## src/core/ucs_defines.svh

```systemverilog
// Purpose: Named offsets, field positions and reset values of the serial control registers
// Assumes: Included by bare name from every design file that needs it
// Notes:   Definitions only
`ifndef UCS_DEFINES_SVH
`define UCS_DEFINES_SVH

// Byte addresses on the APB, one aligned word each
`define UCS_AW            12
`define UCS_OFF_CSR       12'h000
`define UCS_OFF_LINE      12'h004
`define UCS_OFF_DBUF      12'h008

// Control/status field positions
`define UCS_CSR_MODE      7
`define UCS_CSR_RX_ON     6
`define UCS_CSR_SLAVE     5
`define UCS_CSR_FE        4
`define UCS_CSR_PE        3
`define UCS_CSR_RXB       2
`define UCS_CSR_TXB       1
`define UCS_CSR_BUSY      0

// Line control field positions
`define UCS_LN_FLUSH      7
`define UCS_LN_FLOW       6
`define UCS_LN_SENSE      5
`define UCS_LN_NINTH      4
`define UCS_LN_PARITY     3
`define UCS_LN_TWO_END    2
`define UCS_LN_STOP       1
`define UCS_LN_START      0

// Reset values
`define UCS_CSR_RST       8'h00
`define UCS_LINE_RST      7'h02
`define UCS_DBUF_RST      8'h00

// Sticky flag slots in the flag bank
`define UCS_NFLAG         4
`define UCS_F_FE          0
`define UCS_F_PE          1
`define UCS_F_RXB         2
`define UCS_F_TXB         3

`endif

```

## src/core/ucs_pkg.sv

```systemverilog
// Purpose: Types shared by the serial control register files
// Assumes: Constants live in ucs_defines.svh
// Notes:   Nothing here is imported; users write ucs_pkg::name
package ucs_pkg;

  // Which register an APB address selects
  typedef enum logic [1:0] {
    sel_none,
    sel_csr,
    sel_line,
    sel_dbuf
  } ucs_sel_e;

  // Stored line control settings, flush excluded
  typedef struct packed {
    logic flow_on;
    logic parity_sense;
    logic ninth_bit_enable;
    logic parity_enable;
    logic two_end_bits;
    logic stop_level;
    logic start_level;
  } ucs_line_s;

endpackage : ucs_pkg

```

## src/core/ucs_flag_if.sv

```systemverilog
// Purpose: Carries set, clear and state of the sticky status flags
// Assumes: One bit per flag slot
// Notes:   Between the register file and its flag bank only
`include "ucs_defines.svh"

interface ucs_flag_if;
  logic [`UCS_NFLAG-1:0] set;
  logic [`UCS_NFLAG-1:0] clr;
  logic [`UCS_NFLAG-1:0] q;

  modport ctl (output set, output clr, input q);
  modport bank (input set, input clr, output q);
endinterface : ucs_flag_if

```

## src/core/ucs_flags.sv

```systemverilog
// Purpose: Bank of sticky status flags
// Assumes: Set and clear are one-cycle pulses from the register file
// Notes:   A set in the clear cycle survives, so no event is dropped
`include "ucs_defines.svh"

module ucs_flags (
  input  wire logic pclk,
  input  wire logic presetn,
  ucs_flag_if.bank  f
);

  genvar i;
  generate
    for (i = 0; i < `UCS_NFLAG; i++) begin : g_flag
      logic q;
      logic next_q;

      // Set dominates clear
      always_comb begin
        next_q = f.set[i] | (q & ~f.clr[i]);
      end

      // Flag storage
      always_ff @(posedge pclk or negedge presetn) begin
        if (!presetn) begin
          q <= 1'b0;
        end else begin
          q <= next_q;
        end
      end

      assign f.q[i] = q;
    end
  endgenerate

endmodule // ucs_flags

```

## src/core/ucs_regs.sv

```systemverilog
// Purpose: Control and status registers of a dual-mode UART / SPI serial unit on APB
// Assumes: Shifter, baud generator and data buffer sit outside and talk over plain ports
// Notes:   Zero-wait APB slave; read data is captured in the setup cycle
//
// Implementation choices: the placing of the registers and the APB interface to the registers.
`include "ucs_defines.svh"

module ucs_regs (
  input  wire logic                  pclk,
  input  wire logic                  presetn,
  // APB slave
  input  wire logic                  psel,
  input  wire logic                  penable,
  input  wire logic                  pwrite,
  input  wire logic [`UCS_AW-1:0]    paddr,
  input  wire logic [31:0]           pwdata,
  output logic                       pready,
  output logic [31:0]                prdata,
  output logic                       pslverr,
  // Shifter events and state
  input  wire logic                  rx_done,
  input  wire logic [7:0]            rx_data,
  input  wire logic                  rx_frame_bad,
  input  wire logic                  rx_parity_bad,
  input  wire logic                  tx_done,
  input  wire logic                  shift_busy,
  input  wire logic                  ssn_n,
  // Settings to the shifter
  output logic                       uart_mode,
  output logic                       rx_on,
  output logic                       spi_slave,
  output logic                       flow_on,
  output logic                       parity_sense,
  output logic                       ninth_bit_enable,
  output logic                       parity_on,
  output logic                       two_end_bits,
  output logic                       stop_level,
  output logic                       start_level,
  // Commands to the shifter
  output logic                       flush,
  output logic                       tx_load,
  output logic [7:0]                 tx_data,
  output logic                       rx_discard
);

  ucs_flag_if        fl ();
  ucs_pkg::ucs_sel_e sel;
  ucs_pkg::ucs_line_s line;
  ucs_pkg::ucs_line_s next_line;

  logic       setup;
  logic       wr;
  logic       rd;
  logic       busy;
  logic       mode;
  logic       role;
  logic       next_mode;
  logic       next_rx_on;
  logic       next_role;
  logic [7:0] csr_view;
  logic [31:0] next_prdata;
  logic       next_flush;
  logic       next_tx_load;
  logic [7:0] next_tx_data;
  logic       next_rx_discard;
  logic       wr_csr;
  logic       wr_line;
  logic       wr_dbuf;
  logic       rd_csr;
  logic       rd_dbuf;
  logic [7:0] line_view;

  // Access timing of one transfer:
  //   setup edge  - read data captured from the live register image
  //   access edge - writes land and read side effects fire
  //   next edge   - command pulses reach the shifter for one cycle
  // Read data therefore shows state from one cycle before the access edge.
  // Back-to-back transfers need no idle cycle between them.

  // Zero-wait slave: every access phase completes in its first cycle
  // No register needs a second cycle, so pready is never pulled low
  // A wait state would only add latency to status polling
  assign pready = 1'b1;
  assign setup  = psel & ~penable;
  assign wr     = psel & penable & pwrite;
  assign rd     = psel & penable & ~pwrite;

  // Address decode; addresses are stable over both phases
  // Only exact word addresses hit; other byte addresses are unmapped
  // Upper address bits are decoded too, so no register is aliased
  always_comb begin
    if (paddr == `UCS_OFF_CSR) begin
      sel = ucs_pkg::sel_csr;
    end else if (paddr == `UCS_OFF_LINE) begin
      sel = ucs_pkg::sel_line;
    end else if (paddr == `UCS_OFF_DBUF) begin
      sel = ucs_pkg::sel_dbuf;
    end else begin
      sel = ucs_pkg::sel_none;
    end
  end

  // Unmapped addresses answer with an error and change nothing
  assign pslverr = psel & penable & (sel == ucs_pkg::sel_none);

  // Per-register strobes of the access phase
  // Side effects below key off these rather than repeating the decode
  assign wr_csr  = wr & (sel == ucs_pkg::sel_csr);
  assign wr_line = wr & (sel == ucs_pkg::sel_line);
  assign wr_dbuf = wr & (sel == ucs_pkg::sel_dbuf);
  assign rd_csr  = rd & (sel == ucs_pkg::sel_csr);
  assign rd_dbuf = rd & (sel == ucs_pkg::sel_dbuf);

  // Slave select is active low, so a selected slave is busy
  // A slave cannot tell frame ends itself, so the select stands in for them
  // The select is taken as already synchronous to the clock
  always_comb begin
    if (!mode && role) begin
      busy = ~ssn_n;
    end else begin
      busy = shift_busy;
    end
  end

  // Live view of the control/status register
  always_comb begin
    csr_view                = `UCS_CSR_RST;
    csr_view[`UCS_CSR_MODE]  = mode;
    csr_view[`UCS_CSR_RX_ON] = rx_on;
    csr_view[`UCS_CSR_SLAVE] = role;
    csr_view[`UCS_CSR_FE]    = fl.q[`UCS_F_FE];
    csr_view[`UCS_CSR_PE]    = fl.q[`UCS_F_PE];
    csr_view[`UCS_CSR_RXB]   = fl.q[`UCS_F_RXB];
    csr_view[`UCS_CSR_TXB]   = fl.q[`UCS_F_TXB];
    csr_view[`UCS_CSR_BUSY]  = busy;
  end

  // Mode and role bits
  // A mode change takes effect at once; software flushes first if a byte is in flight
  always_comb begin
    next_mode  = mode;
    next_rx_on = rx_on;
    next_role  = role;
    if (wr_csr) begin
      next_mode  = pwdata[`UCS_CSR_MODE];
      next_rx_on = pwdata[`UCS_CSR_RX_ON];
      next_role  = pwdata[`UCS_CSR_SLAVE];
    end
  end

  // Mode, receiver enable and role registers
  // All reset to SPI master with the receiver off
  always_ff @(posedge pclk or negedge presetn) begin
    if (!presetn) begin
      mode  <= 1'b0;
      rx_on <= 1'b0;
      role  <= 1'b0;
    end else begin
      mode  <= next_mode;
      rx_on <= next_rx_on;
      role  <= next_role;
    end
  end

  // Mode and role go to the shifter straight from their flops
  // so the shifter never sees a decode glitch
  assign uart_mode = mode;
  assign spi_slave = role;

  // Line control settings; flush is a command, not a stored bit
  // Stop and start levels are stored as written: keeping them opposite
  // is left to software, a clash is not caught here
  // A flush write also rewrites the settings held in the same word
  always_comb begin
    next_line = line;
    if (wr_line) begin
      next_line.flow_on          = pwdata[`UCS_LN_FLOW];
      next_line.parity_sense     = pwdata[`UCS_LN_SENSE];
      next_line.ninth_bit_enable = pwdata[`UCS_LN_NINTH];
      next_line.parity_enable    = pwdata[`UCS_LN_PARITY];
      next_line.two_end_bits     = pwdata[`UCS_LN_TWO_END];
      next_line.stop_level       = pwdata[`UCS_LN_STOP];
      next_line.start_level      = pwdata[`UCS_LN_START];
    end
  end

  // Line control register; only the stop level resets high
  always_ff @(posedge pclk or negedge presetn) begin
    if (!presetn) begin
      line <= `UCS_LINE_RST;
    end else begin
      line <= next_line;
    end
  end

  // Settings to the shifter
  assign flow_on          = line.flow_on;
  assign parity_sense     = line.parity_sense;
  assign ninth_bit_enable = line.ninth_bit_enable;
  assign two_end_bits     = line.two_end_bits;
  assign stop_level       = line.stop_level;
  assign start_level      = line.start_level;
  // Parity enable alone is inert; the ninth bit must exist to carry it
  assign parity_on = line.parity_enable & line.ninth_bit_enable;

  // Sticky status flags, one slot each in the flag bank:
  //   framing error - set in UART mode only
  //   parity error  - set in UART mode with parity really computed
  //   received byte - set in UART mode or as an SPI slave
  //   sent byte     - set in UART mode or as an SPI master
  // Every clear comes from the bus or a flush; the bank lets a set win.

  // Flag events from the shifter, gated by the mode they belong to
  // An event of the other mode is dropped, not kept for later
  always_comb begin
    fl.set                = '0;
    fl.set[`UCS_F_FE]     = rx_frame_bad & mode;
    fl.set[`UCS_F_PE]     = rx_parity_bad & mode & parity_on;
    fl.set[`UCS_F_RXB]    = rx_done & (mode | role);
    fl.set[`UCS_F_TXB]    = tx_done & (mode | ~role);
  end

  // Flag clears. A read clears only what it returned as 1, so an error
  // that lands between the setup and access edges is still reported.
  // Reads and writes never meet in one cycle, and a same-cycle set still wins.
  always_comb begin
    fl.clr = '0;
    // Error flags go once a read has shown them
    if (rd_csr) begin
      fl.clr[`UCS_F_FE] = prdata[`UCS_CSR_FE];
      fl.clr[`UCS_F_PE] = prdata[`UCS_CSR_PE];
    end
    // A written 0 clears, a written 1 leaves the flag as it is
    if (wr_csr) begin
      fl.clr[`UCS_F_FE]  = ~pwdata[`UCS_CSR_FE];
      fl.clr[`UCS_F_PE]  = ~pwdata[`UCS_CSR_PE];
      fl.clr[`UCS_F_RXB] = ~pwdata[`UCS_CSR_RXB];
      fl.clr[`UCS_F_TXB] = ~pwdata[`UCS_CSR_TXB];
    end
    // Reading the received byte consumes it
    if (rd_dbuf) begin
      fl.clr[`UCS_F_RXB] = 1'b1;
    end
    // A flush empties the receive side as well
    if (flush) begin
      fl.clr[`UCS_F_RXB] = 1'b1;
    end
  end

  // Flag storage; set beats clear inside the bank
  ucs_flags u_flags (
    .pclk    (pclk),
    .presetn (presetn),
    .f       (fl.bank)
  );

  // Readback image of the line control register
  // Built once so the read mux stays one line per register
  always_comb begin
    line_view                  = '0;
    line_view[`UCS_LN_FLUSH]   = 1'b0;
    line_view[`UCS_LN_FLOW]    = line.flow_on;
    line_view[`UCS_LN_SENSE]   = line.parity_sense;
    line_view[`UCS_LN_NINTH]   = line.ninth_bit_enable;
    line_view[`UCS_LN_PARITY]  = line.parity_enable;
    line_view[`UCS_LN_TWO_END] = line.two_end_bits;
    line_view[`UCS_LN_STOP]    = line.stop_level;
    line_view[`UCS_LN_START]   = line.start_level;
  end

  // Read data is taken at the setup edge so it is stable in the access phase
  // The read-clear of error flags relies on this captured value
  // Unmapped addresses return zero alongside the error response
  always_comb begin
    next_prdata = prdata;
    if (setup && !pwrite) begin
      next_prdata = '0;
      if (sel == ucs_pkg::sel_csr) begin
        next_prdata[7:0] = csr_view;
      end else if (sel == ucs_pkg::sel_line) begin
        next_prdata[7:0] = line_view;
      end else if (sel == ucs_pkg::sel_dbuf) begin
        next_prdata[7:0] = rx_data;
      end
    end
  end

  // Read data register
  always_ff @(posedge pclk or negedge presetn) begin
    if (!presetn) begin
      prdata <= '0;
    end else begin
      prdata <= next_prdata;
    end
  end

  // Command pulses and transmit byte, one cycle after the write edge
  // Registering them keeps the shifter off the combinational bus decode
  // A discard is only issued when there was a byte to throw away
  // The transmit byte holds until the next load; nothing buffers a second one
  always_comb begin
    next_flush      = wr_line & pwdata[`UCS_LN_FLUSH];
    next_tx_load    = wr_dbuf;
    next_rx_discard = wr_csr & ~pwdata[`UCS_CSR_RXB] & fl.q[`UCS_F_RXB];
    next_tx_data    = tx_data;
    if (next_tx_load) begin
      next_tx_data = pwdata[7:0];
    end
  end

  // Command pulse and transmit byte registers
  always_ff @(posedge pclk or negedge presetn) begin
    if (!presetn) begin
      flush      <= 1'b0;
      tx_load    <= 1'b0;
      rx_discard <= 1'b0;
      tx_data    <= `UCS_DBUF_RST;
    end else begin
      flush      <= next_flush;
      tx_load    <= next_tx_load;
      rx_discard <= next_rx_discard;
      tx_data    <= next_tx_data;
    end
  end

endmodule // ucs_regs

```

## config.mk

```make
export PLATFORM = sky130hd
export DESIGN_NAME = ucs_regs
export DESIGN_NICKNAME = d
export VERILOG_FILES = /design/src/core/ucs_pkg.sv /design/src/core/ucs_flag_if.sv /design/src/core/ucs_flags.sv /design/src/core/ucs_regs.sv
export VERILOG_INCLUDE_DIRS = /design/src /design/src/core
export SDC_FILE = /design/constraint.sdc
export NUM_CORES = 1
export LEC_CHECK = 0
export ABC_AREA = 1
export BUFFER_PORTS_ARGS = -buffer_cell sky130_fd_sc_hd__buf_2
export CAP_MARGIN = 40
export CORE_MARGIN = 2
export CORE_UTILIZATION = 42
export DETAILED_ROUTE_END_ITERATION = 6
export HOLD_SLACK_MARGIN = 0.03
export PLACE_DENSITY = 0.77
export SYNTH_ARGS = -nofsm -noshare
export SYNTH_HDL_FRONTEND = slang
export SYNTH_SLANG_ARGS = --single-unit
```

## constraint.sdc

```tcl
create_clock -name pclk -period 1.35 [get_ports pclk]
set_clock_uncertainty 0.15 [all_clocks]
set_input_delay 0.0675 -clock pclk [delete_from_list [all_inputs] [get_ports pclk]]
set_output_delay 0.0675 -clock pclk [all_outputs]
set_load 0.03 [all_outputs]
```

* Word level (Yosys, flattened, before mapping)
Cells that the tools add are included.
Word-level totals: output and inout port bits 55, input bits 63, register bits after elaboration 33, logic and storage cells 82
Operators by class: muxes and demuxes 11, bitwise logic cells 41, equality and inequality tests 5, reductions and logical operators 6
Operator list (number):
- 2-to-1 mux 8 bit | 3
- bitwise AND 1 bit | 23
- equality test 12 x 3 -> 1 bit (second input constant) | 1
- equality test 12 x 4 -> 1 bit (second input constant) | 1
- logical NOT 12 bit | 1
- NOT 1 bit | 12
- 2-to-1 mux 2 bit | 4
- bitwise OR 1 bit | 6
- equality test 2 bit (second input constant) | 2
- 2-to-1 mux 4 bit | 1
- 2-to-1 mux 1 bit | 3
- equality test 2 x 1 -> 1 bit (second input constant) | 1
- logical AND 1 bit | 2
- logical NOT 1 bit | 2
- logical NOT 2 bit | 1

* Longest topological paths before layout
word-level depth 13, mapped depth 8, depth with buffers taken out 8

* Modules after synthesis
From an unflattened synthesis, not the netlist that was laid out.
Second synthesis, totals: cell total of the unflattened synthesis 249, area, all modules 2029.4 µm²
By module, submodules not included:
- ucs_regs | area an instance 1839.3 µm², seq. area each 726.9 µm², cells an instance 225, instances 1
- ucs_flags | area an instance 190.2 µm², seq. area each 100.1 µm², cells an instance 24, instances 1

* Least setup slack after synthesis
OpenSTA, ideal clock, no wires.
kind reg-to-reg, from register mode (netlist: uart_mode), to register prdata[0], setup time 0.065 ns, path buffers 0, path slack 0.043 ns, required time 1.135 ns, arrival time 1.092 ns, cell stages (with the launch flop) 9, period minus slack after synthesis 1.307 ns, path through dfrtp_1 > inv_1 > nand2_1 > nand2_1 > nand2_1 > nand3_2 > nand3_1 > nand2_1 > nand2_1
On the way: word-level cells in the longest chain between the ends 4
Ends and longest elaborated chain:
- from (decl) | line ucs_regs.sv:55 | logic mode;
- from (signal assigned) | line ucs_regs.sv:159 | mode <= next_mode;
- logical NOT 1 bit | line ucs_regs.sv:118 | if (!mode && role) begin
- logical AND 1 bit | line ucs_regs.sv:118
- 2-to-1 mux 1 bit | line ucs_regs.sv:118
- 2-to-1 mux 8 bit | line ucs_regs.sv:278 | if (sel == ucs_pkg::sel_csr) begin
- to (signal assigned) | line ucs_regs.sv:293 | prdata <= next_prdata;
- to (decl) | line ucs_regs.sv:18 | output logic [31:0] prdata,
Every way passes these cells. A chain may end at the register's enable or synchronous reset.

* Final worst setup path
from input port paddr[7], to output port pslverr
On the way: word-level cells in the longest chain between the ends 6, elaborated cells on any way between the ends 8, those cells by class 2 x eq/ne; 3 x mux; 1 x bitwise; 2 x reduce/logical
Ends and longest elaborated chain:
- from (decl) | line ucs_regs.sv:15 | input wire logic [`UCS_AW-1:0] paddr,
- equality test 12 x 4 -> 1 bit (no line)
- 2-to-1 mux 2 bit | line ucs_regs.sv:96 | end else if (paddr == `UCS_OFF_DBUF) begin
- 2-to-1 mux 2 bit | line ucs_regs.sv:94 | end else if (paddr == `UCS_OFF_LINE) begin
- 2-to-1 mux 2 bit (*) | line ucs_regs.sv:92 | if (paddr == `UCS_OFF_CSR) begin
- logical NOT 2 bit (*) | line ucs_regs.sv:104 | assign pslverr = psel & penable & (sel == ucs_pkg::sel_none);
- bitwise AND 1 bit (*) | line ucs_regs.sv:104
- to (decl) | line ucs_regs.sv:19 | output logic pslverr,
Mark *: on every way between the ends. The rest lies on a longest branch, timed or not.

==> impl_metrics.yaml <==
synth:
  yosysSeqAreaShare: 0.411
  synth_area_per_cell_um2: 8.22
  post_synth_instance_area_mm2: 0.00201
  synth_cells: 245
  synthDistinctLibCells: 24
  ys_ff_latch: 33
  synth-warning-count: 0
die:
  die_y_um: 73.3
  initial_utilization: 0.432
  design.die.area_mm2: 0.00537
  floorplan.die.width_um: 73.3
  floorplan.core_area_mm2: 0.00466
  ioPinCount: 118
  placementRows: 25
grt:
  grt_pass1_vias: 1763
  grt-ovfl-total: 0
  antenna_found_initial: 0
  global_route.peak_usage_layer: "met2"
  gr-usage-met3: 0.0466
  grt.total_usage: 0.195
  globalRouteMet2Util: 0.329
  grt_start_max_net_pins: 34
  met1_usage: 0.238
  grt_first_pass_wirelength_um: 7900
clocking:
  clock_path_buffers: 2
  clk_pin_slew_worst_paths_ps: 60
  cts_tree: "built"
  ctsResizeCount: 0
  tritoncts.num_buffers: 5
  cts.htree.levels: 2
  clock_sinks: 33
  clock-root-buffer: "clkbuf_8"
  clock_latency_ps: 290
worst_setup_path:
  timing.setup.critical_path_class: "in2out"
  required_ps: 1130
  crit_chain: "buf_2 > nor2_2 > nand2_4 > nor2_8 > nand2_4 > nand3_1 > nor2_1 > buf_2"
  crit_path_max_incr_delay_ps: 170
  crit_buf_inv: 2
  worst_path_arrival_time_ps: 1030
  endpoint_kind: "output port"
  crit_family: "simple AND/OR/NAND/NOR gates"
  timing.critical_path.from_type: "primary input"
  cp_max_fo: 10
  critical_path_cell_with_the_highest_stage_delay: "buf_2"
pwr:
  design_power_total_uw: 2030
  power.switching_uw: 571
  pwr-share-seq: 0.488
  sw_frac_of_total: 0.281
  leakagePower_uw: 0.00166
  power_report.internal_total_uw: 1460
  pwr-share-comb: 0.163
  pwr-share-clk: 0.349
  vdd.ir_drop.worst_mv: 0.480
  power_density_mw_per_mm2: 759
layout:
  finish.utilization: 0.574
  fin_cells: 402
  insertedDiodeCount: 0
  drive_gt1_frac: 0.325
  mostFrequentLayoutCell: "nand2_1"
  area_growth_pct: 32.9
  most-common-layout-cells: "75 x nand2_1, 68 x buf_2, 33 x nand3_1"
  layout.cell_area.non_filler_mm2: 0.00268
  nets: 410
timing:
  setup_viol: 0
  tns_ps: 0
  finalHoldViolations: 0
  rsz0062_at_grt: "no"
  fin_crit_ps: 1250
  fin_crit_sh: 0.923
  clock.fmax_ghz: 0.802
  maxSlewViolCount: 0
placed_design:
  dpl.cell_count: 370
  finalWeightedCongestion: 0.834
  io_buffer_count: 68
  placement.cell_area_mm2: 0.00236
  detailed_place_hpwl_um: 3740
route:
  detail_route.wirelength_um: 5010
  first_pass_iters: 4
  detailedRoute.firstIterationViolations: 80
  vias: 1897
  routedWlPerCell_um: 12.5
  postRouteAntennaNets: 0
  drt-vias-per-instance: 4.72
  drcViolationCount: 0
min_path:
  hold_path_class: "in2reg"
flow_run:
  cap_viol_max_count: 0
status:
  outcome: "finished clean"
## tightest hold or removal path: cells and delay by family
family,cells,cell delay (ps)
buffers and inverters,2,160
AND/OR/NAND/NOR,3,210
## per-layer routing
metal,vias up,wire length (µm)
met5,-,0
li1,946,-
met3,7,283
met2,65,2560
met4,0,84
met1,879,2080
## synth_stat cells, drive strengths merged
cell / count / area, µm²
buf: 29 / 233
conb: 2 / 7.51
dfrtp: 32 / 801
dfstp: 1 / 26.3
inv: 16 / 65.1
nand2: 82 / 340
nand3: 36 / 195
nand3b: 1 / 7.51
nand4: 6 / 37.5
nor2: 18 / 179
nor3: 2 / 15.0
nor4: 1 / 12.5
o21ai: 19 / 95.1
## state kept, by name, summed over array words and instances (netlist names)
| name | cells |
|---|---|
| uart_mode | 1 |
| rx_discard | 1 |
| two_end_bits | 1 |
| start_level | 1 |
| stop_level | 1 |
| tx_load | 1 |
| rx_on | 1 |
| spi_slave | 1 |
| flush | 1 |
| prdata | 8 |
| line | 1 |
| tx_data | 8 |
| flow_on | 1 |
| parity_sense | 1 |
| ninth_bit_enable | 1 |
| u_flags.g_flag.q | 4 |
## cell type report
| type | instances | area, µm² |
|---|---|---|
| clock buffers | 6 | 72.6 |
| clock inverters | 2 | 10.0 |
| fillers | 441 | 1980 |
| inverters | 16 | 65.1 |
| multi-input cells | 190 | 976 |
| flip-flops and latches | 33 | 827 |
| well taps | 54 | 67.6 |
| repair buffers | 101 | 658 |
## power by group through the flow
stage | clock network, µW | registers (µW) | logic (µW)
floorplan | 0 | 1010 | 222
global placement | 0 | 1010 | 276
detailed placement | 0 | 1010 | 278
CTS | 739 | 992 | 330
global route | 785 | 992 | 360
finish | 708 | 992 | 331
## metrics by stage
stage / worst slack [ps] / hold slack (ps)
after floorplan: 42.9 / -378
after global placement: 34.9 / -114
final: 104 / 43.8
after global routing: 19.3 / 83.8
after detailed placement: 26.3 / -110
after CTS: 23.9 / 31.2
## cell families (layout without fill, tap and decap cells)
| kind of cell | Yosys count | count (layout) | share of synthesized area |
|---|---|---|---|
| and+or+nand+nor | 146 | 146 | 0.391 |
| buffers and inverters | 45 | 125 | 0.148 |
| DFF | 33 | 33 | 0.411 |
| AOI/OAI and AO/OA | 19 | 19 | 0.0472 |
| other | 2 | 25 | 0.00373 |
## timing repair
| item | CTS | global route |
|---|---|---|
| endpoints found under the setup margin | 0 | 1 |
| hold buffers | 23 | 0 |
| buffers inserted | 0 | 1 |
| hold endpoints to repair | 66 | 0 |
## path summary, 6_finish.rpt
kind	start	end	slack [ps]	depth (start not counted)
min in group asynchronous	presetn	prdata[6]	110	3
hold reg to reg	prdata[7]	prdata[7]	330	2
setup reg to reg	uart_mode	prdata[0]	130	8
setup / recovery	paddr[7]	pslverr	100	8
max in group asynchronous	presetn	stop_level	700	3
hold / removal	paddr[2]	u_flags.g_flag[2].q	40	5
Note: power is estimated with default switching activity, not from simulation.
